--- config.mk ---
export PLATFORM = sky130hd
export DESIGN_NAME = dss_short_monitor
export DESIGN_NICKNAME = d
export VERILOG_FILES = /design/src/rtl/dss_pkg.sv /design/src/rtl/dss_if.sv /design/src/rtl/dss_apb_slave.sv /design/src/rtl/dss_filter_bank.sv /design/src/rtl/dss_short_monitor.sv
export SDC_FILE = /design/constraint.sdc
export NUM_CORES = 1
export LEC_CHECK = 0
export BUFFER_PORTS_ARGS = -buffer_cell sky130_fd_sc_hd__buf_2
export CAP_MARGIN = 20
export CORE_ASPECT_RATIO = 0.5
export CORE_MARGIN = 4
export CORE_UTILIZATION = 53
export CTS_CLUSTER_SIZE = 16
export DETAILED_ROUTE_END_ITERATION = 8
export GPL_ROUTABILITY_DRIVEN = 1
export PLACE_DENSITY = 0.77
export REMOVE_ABC_BUFFERS = 1
export SETUP_SLACK_MARGIN = 0.05
export SLEW_MARGIN = 5
export SYNTH_ARGS = -nofsm -noshare
export SYNTH_HDL_FRONTEND = slang
export SYNTH_SLANG_ARGS = --single-unit
--- constraint.sdc ---
create_clock -name I_CLK -period 2.4 [get_ports I_CLK]
set_input_delay 0.12 -clock I_CLK [delete_from_list [all_inputs] [get_ports I_CLK]]
set_output_delay 0.12 -clock I_CLK [all_outputs]
set_load 0.01 [all_outputs]
--- src/rtl/dss_pkg.sv ---
package dss_pkg;

    // ****************************************
    // Register map
    // ****************************************
    localparam logic [7:0] OFS_GEN_CTRL   = 8'h00;
    localparam logic [7:0] OFS_THR_A      = 8'h04;
    localparam logic [7:0] OFS_THR_B      = 8'h08;
    localparam logic [7:0] OFS_REF_SEL    = 8'h0c;
    localparam logic [7:0] OFS_STATUS     = 8'h10;
    localparam logic [7:0] OFS_GLOBAL     = 8'h14;
    localparam logic [7:0] OFS_MASK       = 8'h18;

    // ****************************************
    // Fields and reset values
    // ****************************************
    localparam int         NUM_BRIDGES    = 8;
    localparam int         THR_W          = 3;
    localparam int         GC_PASSIVE_BIT = 0;
    localparam int         GC_FILT_LSB    = 1;
    localparam int         GLB_SUMMARY    = 0;
    localparam logic [2:0] THR_RST        = 3'h1;
    localparam logic [11:0] THR_HALF_RST  = {4{THR_RST}};
    localparam logic [1:0] FILT_RST       = 2'h0;
    localparam logic [7:0] REF_SEL_RST    = 8'h00;
    localparam logic [7:0] MASK_RST       = 8'h00;

    // ****************************************
    // Timing
    // ****************************************
    localparam int         CLK_PERIOD_NS  = 100;
    localparam int         FILT0_NS       = 500;
    localparam int         FILT1_NS       = 1000;
    localparam int         FILT2_NS       = 2000;
    localparam int         FILT3_NS       = 3000;
    localparam int         CNT_W          = 7;
    localparam logic [CNT_W-1:0] FILT0_CYC = CNT_W'((FILT0_NS + CLK_PERIOD_NS - 1) / CLK_PERIOD_NS);
    localparam logic [CNT_W-1:0] FILT1_CYC = CNT_W'((FILT1_NS + CLK_PERIOD_NS - 1) / CLK_PERIOD_NS);
    localparam logic [CNT_W-1:0] FILT2_CYC = CNT_W'((FILT2_NS + CLK_PERIOD_NS - 1) / CLK_PERIOD_NS);
    localparam logic [CNT_W-1:0] FILT3_CYC = CNT_W'((FILT3_NS + CLK_PERIOD_NS - 1) / CLK_PERIOD_NS);

    function automatic logic [CNT_W-1:0] filt_cycles(input logic [1:0] code);
        case (code)
            2'h0:    filt_cycles = FILT0_CYC;
            2'h1:    filt_cycles = FILT1_CYC;
            2'h2:    filt_cycles = FILT2_CYC;
            default: filt_cycles = FILT3_CYC;
        endcase
    endfunction

endpackage

--- src/rtl/dss_if.sv ---
`timescale 1ns/100ps
interface dss_flt_if #(parameter int N = 16);
    logic                      ce;
    logic                      mon_en;
    logic [N-1:0]              on;
    logic [N-1:0]              blank_done;
    logic [N-1:0]              cmp;
    logic [dss_pkg::CNT_W-1:0] limit;
    logic [N-1:0]              fault;
    modport top  (output ce, mon_en, on, blank_done, cmp, limit, input fault);
    modport bank (input ce, mon_en, on, blank_done, cmp, limit, output fault);
endinterface

interface dss_reg_if;
    logic        wr;
    logic [7:0]  addr;
    logic [31:0] wdata;
    logic [31:0] rdata;
    logic        hit;
    modport slave (output wr, addr, wdata, input rdata, hit);
    modport top   (input wr, addr, wdata, output rdata, hit);
endinterface

--- src/rtl/dss_apb_slave.sv ---
`timescale 1ns/100ps
module dss_apb_slave (
    // Clock and reset
    input  wire logic        I_CLK,
    input  wire logic        I_RST_N,
    input  wire logic        I_CE,
    // APB
    input  wire logic        I_PSEL,
    input  wire logic        I_PENABLE,
    input  wire logic        I_PWRITE,
    input  wire logic [7:0]  I_PADDR,
    input  wire logic [31:0] I_PWDATA,
    output logic      [31:0] O_PRDATA,
    output logic             O_PREADY,
    output logic             O_PSLVERR,
    // Register side
    dss_reg_if.slave         r
);

    // ****************************************
    // Access phase: one wait state, then ready
    // ****************************************
    // The wait state lets read data come from a flop
    assign r.addr  = I_PADDR;
    assign r.wdata = I_PWDATA;
    assign r.wr    = I_CE & I_PSEL & I_PENABLE & O_PREADY & I_PWRITE;

    always_ff @(posedge I_CLK or negedge I_RST_N)
    begin
        if (!I_RST_N)
        begin
            O_PREADY  <= 1'b0;
            O_PRDATA  <= '0;
            O_PSLVERR <= 1'b0;
        end
        else if (I_CE)
        begin
            if (I_PSEL && I_PENABLE && !O_PREADY)
            begin
                O_PREADY  <= 1'b1;
                O_PRDATA  <= I_PWRITE ? 32'h0 : r.rdata;
                O_PSLVERR <= ~r.hit;
            end
            else
            begin
                O_PREADY  <= 1'b0;
                O_PSLVERR <= 1'b0;
            end
        end
    end

endmodule

--- src/rtl/dss_filter_bank.sv ---
`timescale 1ns/100ps
module dss_filter_bank #(
    parameter int N = 16
) (
    // Clock and reset
    input  wire logic I_CLK,
    input  wire logic I_RST_N,
    // Qualifier lanes
    dss_flt_if.bank   f
);

    // ****************************************
    // One qualifier per MOSFET
    // ****************************************
    genvar i;
    generate
        for (i = 0; i < N; i++)
        begin : g_lane
            logic [dss_pkg::CNT_W-1:0] cnt_reg;
            logic                      pre_reg;
            logic                      fault_reg;
            logic [dss_pkg::CNT_W-1:0] lim;

            // A short seen during blanking needs two filter windows
            assign lim = pre_reg ? dss_pkg::CNT_W'(f.limit << 1) : f.limit;
            assign f.fault[i] = fault_reg;

            always_ff @(posedge I_CLK or negedge I_RST_N)
            begin
                if (!I_RST_N)
                begin
                    cnt_reg   <= '0;
                    pre_reg   <= 1'b0;
                    fault_reg <= 1'b0;
                end
                else if (f.ce)
                begin
                    fault_reg <= 1'b0;
                    if (!f.mon_en || !f.on[i])
                    begin
                        cnt_reg <= '0;
                        pre_reg <= 1'b0;
                    end
                    else if (!f.blank_done[i])
                    begin
                        cnt_reg <= '0;
                        pre_reg <= pre_reg | f.cmp[i];
                    end
                    else if (!f.cmp[i])
                    begin
                        cnt_reg <= '0;
                        pre_reg <= 1'b0;
                    end
                    else if (cnt_reg == lim)
                    begin
                        fault_reg <= 1'b1;
                        cnt_reg   <= '0;
                    end
                    else
                    begin
                        cnt_reg <= cnt_reg + 1'b1;
                    end
                end
            end
        end
    endgenerate

endmodule

--- src/rtl/dss_short_monitor.sv ---
// Operation
// - Monitor only when enabled and bridge active
// - Qualified fault latches the half-bridge off
// - High-side ref select 0: drain-high comparator
// - High-side ref select 1: current-sense comparator
// - Low-side short seen via low-side source comparator
// - Per-bridge 3-bit threshold, reset code 001
// - Fault needs blank expired plus filter time
// - Global 2-bit filter time, reset 0.5 us
// - Short before blank end: two filter times
// - Latched bridge discharges with static current
// - Fault sets the bridge status bit
// - Fault sets the global summary flag
// - Bridge stays off until status cleared
`timescale 1ns/100ps
module dss_short_monitor (
    // Clock, reset, enable
    input  wire logic        I_CLK,
    input  wire logic        I_RST_N,
    input  wire logic        I_CE,
    // APB
    input  wire logic        I_PSEL,
    input  wire logic        I_PENABLE,
    input  wire logic        I_PWRITE,
    input  wire logic [7:0]  I_PADDR,
    input  wire logic [31:0] I_PWDATA,
    output logic      [31:0] O_PRDATA,
    output logic             O_PREADY,
    output logic             O_PSLVERR,
    // Device state
    input  wire logic        I_EN,
    // Gate commands from the bridge control
    input  wire logic [7:0]  I_HS_ON,
    input  wire logic [7:0]  I_LS_ON,
    // Blank-time generator
    input  wire logic [7:0]  I_HS_BLANK_DONE,
    input  wire logic [7:0]  I_LS_BLANK_DONE,
    // Comparator results
    input  wire logic [7:0]  I_CMP_DRAIN_HIGH,
    input  wire logic [7:0]  I_CMP_CURRENT_SENSE,
    input  wire logic [7:0]  I_CMP_LOW_SIDE,
    // Gate drive and analog settings
    output logic      [7:0]  O_HS_GATE,
    output logic      [7:0]  O_LS_GATE,
    output logic      [7:0]  O_STATIC_DISCHARGE,
    output logic      [23:0] O_BRIDGE_SHORT_THRESHOLD,
    output logic      [7:0]  O_HIGH_SIDE_REF_SELECT,
    // Status
    output logic             O_SHORT_SUMMARY_FLAG,
    output logic             O_IRQ
);

    localparam int NB = dss_pkg::NUM_BRIDGES;

    // ****************************************
    // Registers
    // ****************************************
    logic              passive_bridge_select_reg;
    logic [1:0]        short_filter_time_reg;
    logic [11:0]       threshold_cfg_a_reg;
    logic [11:0]       threshold_cfg_b_reg;
    logic [NB-1:0]     high_side_ref_select_reg;
    logic [NB-1:0]     short_status_reg;
    logic [NB-1:0]     short_status_next;
    logic [NB-1:0]     irq_mask_reg;
    logic [NB-1:0]     status_set;
    logic [NB-1:0]     status_clr;
    logic [NB-1:0]     hs_cmp;
    logic [NB-1:0]     hs_gate_next;
    logic [NB-1:0]     ls_gate_next;

    dss_reg_if               rif ();
    dss_flt_if #(.N(2 * NB)) fif ();

    function automatic logic is_mapped(input logic [7:0] a);
        case (a)
            dss_pkg::OFS_GEN_CTRL,
            dss_pkg::OFS_THR_A,
            dss_pkg::OFS_THR_B,
            dss_pkg::OFS_REF_SEL,
            dss_pkg::OFS_STATUS,
            dss_pkg::OFS_GLOBAL,
            dss_pkg::OFS_MASK: is_mapped = 1'b1;
            default:           is_mapped = 1'b0;
        endcase
    endfunction

    function automatic logic wr_to(input logic wr, input logic [7:0] a, input logic [7:0] ofs);
        wr_to = wr && (a == ofs);
    endfunction

    // ****************************************
    // Bus slave
    // ****************************************
    dss_apb_slave u_apb (
        .I_CLK     (I_CLK),
        .I_RST_N   (I_RST_N),
        .I_CE      (I_CE),
        .I_PSEL    (I_PSEL),
        .I_PENABLE (I_PENABLE),
        .I_PWRITE  (I_PWRITE),
        .I_PADDR   (I_PADDR),
        .I_PWDATA  (I_PWDATA),
        .O_PRDATA  (O_PRDATA),
        .O_PREADY  (O_PREADY),
        .O_PSLVERR (O_PSLVERR),
        .r         (rif.slave)
    );

    assign rif.hit = is_mapped(rif.addr);

    always_comb
    begin
        rif.rdata = 32'h0;
        case (rif.addr)
            dss_pkg::OFS_GEN_CTRL:
            begin
                rif.rdata[dss_pkg::GC_PASSIVE_BIT] = passive_bridge_select_reg;
                rif.rdata[dss_pkg::GC_FILT_LSB +: 2] = short_filter_time_reg;
            end
            dss_pkg::OFS_THR_A:   rif.rdata[11:0] = threshold_cfg_a_reg;
            dss_pkg::OFS_THR_B:   rif.rdata[11:0] = threshold_cfg_b_reg;
            dss_pkg::OFS_REF_SEL: rif.rdata[NB-1:0] = high_side_ref_select_reg;
            dss_pkg::OFS_STATUS:  rif.rdata[NB-1:0] = short_status_reg;
            dss_pkg::OFS_GLOBAL:  rif.rdata[dss_pkg::GLB_SUMMARY] = O_SHORT_SUMMARY_FLAG;
            dss_pkg::OFS_MASK:    rif.rdata[NB-1:0] = irq_mask_reg;
            default:              rif.rdata = 32'h0;
        endcase
    end

    // ****************************************
    // Configuration
    // ****************************************
    always_ff @(posedge I_CLK or negedge I_RST_N)
    begin
        if (!I_RST_N)
        begin
            passive_bridge_select_reg <= 1'b0;
            short_filter_time_reg     <= dss_pkg::FILT_RST;
        end
        else if (I_CE && wr_to(rif.wr, rif.addr, dss_pkg::OFS_GEN_CTRL))
        begin
            passive_bridge_select_reg <= rif.wdata[dss_pkg::GC_PASSIVE_BIT];
            short_filter_time_reg     <= rif.wdata[dss_pkg::GC_FILT_LSB +: 2];
        end
    end

    // Code 111 is accepted; keeping it only for diagnosis is up to software
    always_ff @(posedge I_CLK or negedge I_RST_N)
    begin
        if (!I_RST_N)
        begin
            threshold_cfg_a_reg <= dss_pkg::THR_HALF_RST;
            threshold_cfg_b_reg <= dss_pkg::THR_HALF_RST;
        end
        else if (I_CE)
        begin
            if (wr_to(rif.wr, rif.addr, dss_pkg::OFS_THR_A))
            begin
                threshold_cfg_a_reg <= rif.wdata[11:0];
            end
            if (wr_to(rif.wr, rif.addr, dss_pkg::OFS_THR_B))
            begin
                threshold_cfg_b_reg <= rif.wdata[11:0];
            end
        end
    end

    always_ff @(posedge I_CLK or negedge I_RST_N)
    begin
        if (!I_RST_N)
        begin
            high_side_ref_select_reg <= dss_pkg::REF_SEL_RST;
        end
        else if (I_CE && wr_to(rif.wr, rif.addr, dss_pkg::OFS_REF_SEL))
        begin
            high_side_ref_select_reg <= rif.wdata[NB-1:0];
        end
    end

    always_ff @(posedge I_CLK or negedge I_RST_N)
    begin
        if (!I_RST_N)
        begin
            irq_mask_reg <= dss_pkg::MASK_RST;
        end
        else if (I_CE && wr_to(rif.wr, rif.addr, dss_pkg::OFS_MASK))
        begin
            irq_mask_reg <= rif.wdata[NB-1:0];
        end
    end

    // ****************************************
    // Comparator selection and qualification
    // ****************************************
    // Inputs are already in this clock domain, so no synchroniser here
    assign hs_cmp = (high_side_ref_select_reg & I_CMP_CURRENT_SENSE)
                  | (~high_side_ref_select_reg & I_CMP_DRAIN_HIGH);

    assign fif.ce         = I_CE;
    assign fif.mon_en     = I_EN & ~passive_bridge_select_reg;
    assign fif.on         = {O_LS_GATE, O_HS_GATE};
    assign fif.blank_done = {I_LS_BLANK_DONE, I_HS_BLANK_DONE};
    assign fif.cmp        = {I_CMP_LOW_SIDE, hs_cmp};
    assign fif.limit      = dss_pkg::filt_cycles(short_filter_time_reg);

    dss_filter_bank #(.N(2 * NB)) u_filt (
        .I_CLK   (I_CLK),
        .I_RST_N (I_RST_N),
        .f       (fif.bank)
    );

    // ****************************************
    // Fault status
    // ****************************************
    // A new fault in the clearing cycle survives the clear
    assign status_set = fif.fault[NB-1:0] | fif.fault[2*NB-1:NB];
    assign status_clr = wr_to(rif.wr, rif.addr, dss_pkg::OFS_STATUS) ? rif.wdata[NB-1:0]
                                                                       : '0;
    assign short_status_next = (short_status_reg & ~status_clr) | status_set;

    always_ff @(posedge I_CLK or negedge I_RST_N)
    begin
        if (!I_RST_N)
        begin
            short_status_reg <= '0;
        end
        else if (I_CE)
        begin
            short_status_reg <= short_status_next;
        end
    end

    always_ff @(posedge I_CLK or negedge I_RST_N)
    begin
        if (!I_RST_N)
        begin
            O_SHORT_SUMMARY_FLAG <= 1'b0;
        end
        else if (I_CE)
        begin
            O_SHORT_SUMMARY_FLAG <= |short_status_next;
        end
    end

    // Taken from the next status so the line rises together with the status bit
    always_ff @(posedge I_CLK or negedge I_RST_N)
    begin
        if (!I_RST_N)
        begin
            O_IRQ <= 1'b0;
        end
        else if (I_CE)
        begin
            O_IRQ <= |(short_status_next & irq_mask_reg);
        end
    end

    // ****************************************
    // Gate drive and analog setting outputs
    // ****************************************
    // A latched bridge ignores commands until its status bit is cleared
    assign hs_gate_next = I_HS_ON & ~short_status_next;
    assign ls_gate_next = I_LS_ON & ~short_status_next;

    always_ff @(posedge I_CLK or negedge I_RST_N)
    begin
        if (!I_RST_N)
        begin
            O_HS_GATE          <= '0;
            O_LS_GATE          <= '0;
            O_STATIC_DISCHARGE <= '0;
        end
        else if (I_CE)
        begin
            O_HS_GATE          <= hs_gate_next;
            O_LS_GATE          <= ls_gate_next;
            O_STATIC_DISCHARGE <= short_status_next;
        end
    end

    always_ff @(posedge I_CLK or negedge I_RST_N)
    begin
        if (!I_RST_N)
        begin
            O_BRIDGE_SHORT_THRESHOLD <= {dss_pkg::THR_HALF_RST, dss_pkg::THR_HALF_RST};
        end
        else if (I_CE)
        begin
            O_BRIDGE_SHORT_THRESHOLD <= {threshold_cfg_b_reg, threshold_cfg_a_reg};
        end
    end

    always_ff @(posedge I_CLK or negedge I_RST_N)
    begin
        if (!I_RST_N)
        begin
            O_HIGH_SIDE_REF_SELECT <= dss_pkg::REF_SEL_RST;
        end
        else if (I_CE)
        begin
            O_HIGH_SIDE_REF_SELECT <= high_side_ref_select_reg;
        end
    end

endmodule

==> run summary <==
WHS: 12.5 ps
post-synthesis mux area share: 10.1%
CTS Buffer Depth: 3
sequential fraction of the synthesis area: 42.4%
CP max stage delay: 510 ps
first-pass GRT wire length: 69.9 mm
CP Data Arrival Time: 2920 ps
Hold Vio Cnt, Final: 0
Slew Limit Fails: 0
setup total negative slack: -34.3 ps
top cells by area, synth: dfrtp_1, mux2_2, o2bb2ai_1, mux2i_1, nand2_1
io pins: 195
Worst VDD drop: 436 uV
worst path cell trace: buf_12 -> buf_16 -> buf_4 -> xnor2_1 -> nor4_2 -> o31ai_2 -> a221oi_2 -> buf_4 -> buf_4 -> o31ai_1 -> a22o_1
placed instance count: 2131
post-route clock period utilization: 101%
Synth Area in XOR/XNOR: 1.08%
Critical Path RT: 2890 ps
Setup CP Type: flip-flop to flip-flop
DP Wirelength: 28.5 mm
slew margin rel.: 47.4%
post-synth cell types: 84
Setup crit end kind: flip-flop
row count: 43
commonest cells in the netlist: dfrtp_1, nand2_1, nor2_1
routed length per instance: 19.9 um
synthesized netlist cell count: 1612
largest net degree at the start of global routing: 148
share of cells above drive strength 1: 28.0%
starting density of the core: 54.6%
Area growth, synth to finish: 25.9%
setup violators final: 4
initial antenna violation count: 2
Max Cap Violations: 0
via count: 14070
Placed Area: 0.0170 mm^2
top-area cell type share of the netlist area: 39.6%
IO buf count: 154
simple-gate share of the synthesized area: 18.6%
minimum clock period: 2430 ps
DR DRC count: 0
CTS root buf: clkbuf_16
CTS H-tree lvls: 1
most frequent CP cell: buf_4
Post-synth EDFFs: 0
detailed-route wire length: 45.1 mm
status: finished, violations left
mapped cell area: 0.0153 mm^2
grt ovf: 0
clock skew: 21.0 ps
final worst slack: -25.6 ps
largest family of logic cells by synthesized area: compound AO/OA/AOI/OAI gates
final core utilization: 68.8%
Iter 0 DRT Violations: 1429
CTS sink count: 259
clock slew at reported path FFs: 70 ps
cell taking the most area after synthesis: dfrtp_1
syn_area_per_cell: 9.52 um^2
Overall Power: 10.2 mW
DRT antenna net count: 0
via count of the first global-routing pass: 13321
most common cell in the netlist: dfrtp_1
Synth Warn #: 0
Post-Synth Adder-Cell Area: 1.30%
Setup crit start kind: flip-flop
1st-pass router iterations: 6
Main synth FF type: dfrtp_1
Cell Pwr Density: 526 mW/mm^2
All-Layer GR Usage: 26.3%
CTS tree: built
CTS buffer count: 24
Leak: 8.25 nW
compound-gate portion of the synthesized area: 20.8%
final instance area: 0.0193 mm^2
Seq cells post-synth: 259
Slowest cell on crit path: dfrtp_4
fillers: 2046
failing checks: negative setup slack
worst skew pair latency: 550 ps
gpl congestion: 0.898
max reg flops: 112
Hold Path Class: input pin to flip-flop
die height: 128 um
actual slew at the worst max-slew pin: 789 ps
fmax: 412 MHz
fraction of registers with async set/reset: 100%
die footprint: 0.0319 mm^2
final-stage net count: 1984
fin cells: 2268
RSZ-0062 raised after global routing: yes
CP Max Fanout: 6
Via-to-Cell Ratio: 6.20
core area: 0.0281 mm^2
pre-CTS setup slack: -46.1 ps
die width: 249 um
## power breakdown
group	leakage (nW)	internal [mW]	total [mW]	switching, mW
Clock	0.422	2.51	4.33	1.82
Combinational	4.32	0.503	1.21	0.704
Sequential	3.50	4.48	4.64	0.159
## what timing repair did
action / CTS / global route
buffers inserted: 8 / 22
pin swaps: 8 / 49
gates resized for setup: 27 / 92
endpoints found under the hold margin: 153 / 0
cloned: 0 / 7
setup endpoints to repair: 46 / 96
hold buffers: 54 / 0
## layout by cell type (no fill, tap or decap), types with 19 or more instances in the layout
cell type	synthesis	routed
dfrtp_1	243	239
buf_2	24	153
nand2_1	124	122
buf_4	21	102
nor2_1	96	95
mux2_2	89	88
o2bb2ai_1	78	77
nand3_1	69	64
inv_1	65	64
o21ai_0	60	54
dlygate4sd3_1	0	54
nor3_1	62	53
a21oi_1	58	52
mux2i_1	53	50
nor2b_1	44	42
o22ai_1	35	35
a31oi_1	32	32
clkbuf_16	0	30
nand2b_1	30	26
a22o_1	23	23
conb_1	1	20
and3_1	19	19
## layout make-up
| cell class | count | area [um^2] | area share (%) |
|---|---|---|---|
| well taps | 382 | 478 | 2.47 |
| clock buffers | 31 | 668 | 3.46 |
| inverters | 66 | 253 | 1.31 |
| multi-input cells | 1175 | 8570 | 44.4 |
| diodes | 3 | 7.51 | 0.0389 |
| repair buffers | 339 | 2640 | 13.7 |
| flip-flops and latches | 259 | 6510 | 33.7 |
| clock inverters | 13 | 199 | 1.03 |
## path summary, 6_finish.rpt
check	start	end	slack, ps	cells after the start
max	short_filter_time_reg[0]$_DFFE_PN0P_	u_filt.g_lane[2].cnt_reg[3]$_DFFE_PN0P_	-30	11
min	I_CMP_DRAIN_HIGH[3]	u_filt.g_lane[3].pre_reg$_DFFE_PN0P_	10	5
max reg2reg	short_filter_time_reg[0]$_DFFE_PN0P_	u_filt.g_lane[2].cnt_reg[3]$_DFFE_PN0P_	-30	11
min reg2reg	u_apb.O_PRDATA[0]$_DFFE_PN0P_	u_apb.O_PRDATA[0]$_DFFE_PN0P_	480	2
max in group asynchronous	I_RST_N	threshold_cfg_b_reg[0]$_DFFE_PN1P_	1490	3
min in group asynchronous	I_RST_N	u_filt.g_lane[3].cnt_reg[3]$_DFFE_PN0P_	160	2
## critical path, delay by kind of cell (launching register included)
family                    cells  cell delay (ps)
AOI/OAI and AO/OA             4              860
buffers and inverters         5              740
DFF                           1              510
xor gates and xnor gates      1              180
and+or+nand+nor               1               70
## metal layers
metal	wire [um]	up-vias	global-route usage, %	share of wire, %
li1	-	6482	-	-
met1	19300	6989	35.7	43
met2	21800	502	44.4	48
met3	2740	97	3.95	6.1
met4	1300	0	8.43	2.9
met5	0	-	0	0
## logic make-up (layout without fill, tap and decap cells)
family          after synthesis  count (layout)
simple gates                545             545
compound gates              432             432
flops                       259             259
buf+inv                     197             449
mux                         143             143
xor+xnor                     19              19
fa+ha+maj                    16              16
other cells                   1              23
Power figures use the tool's default switching activity.
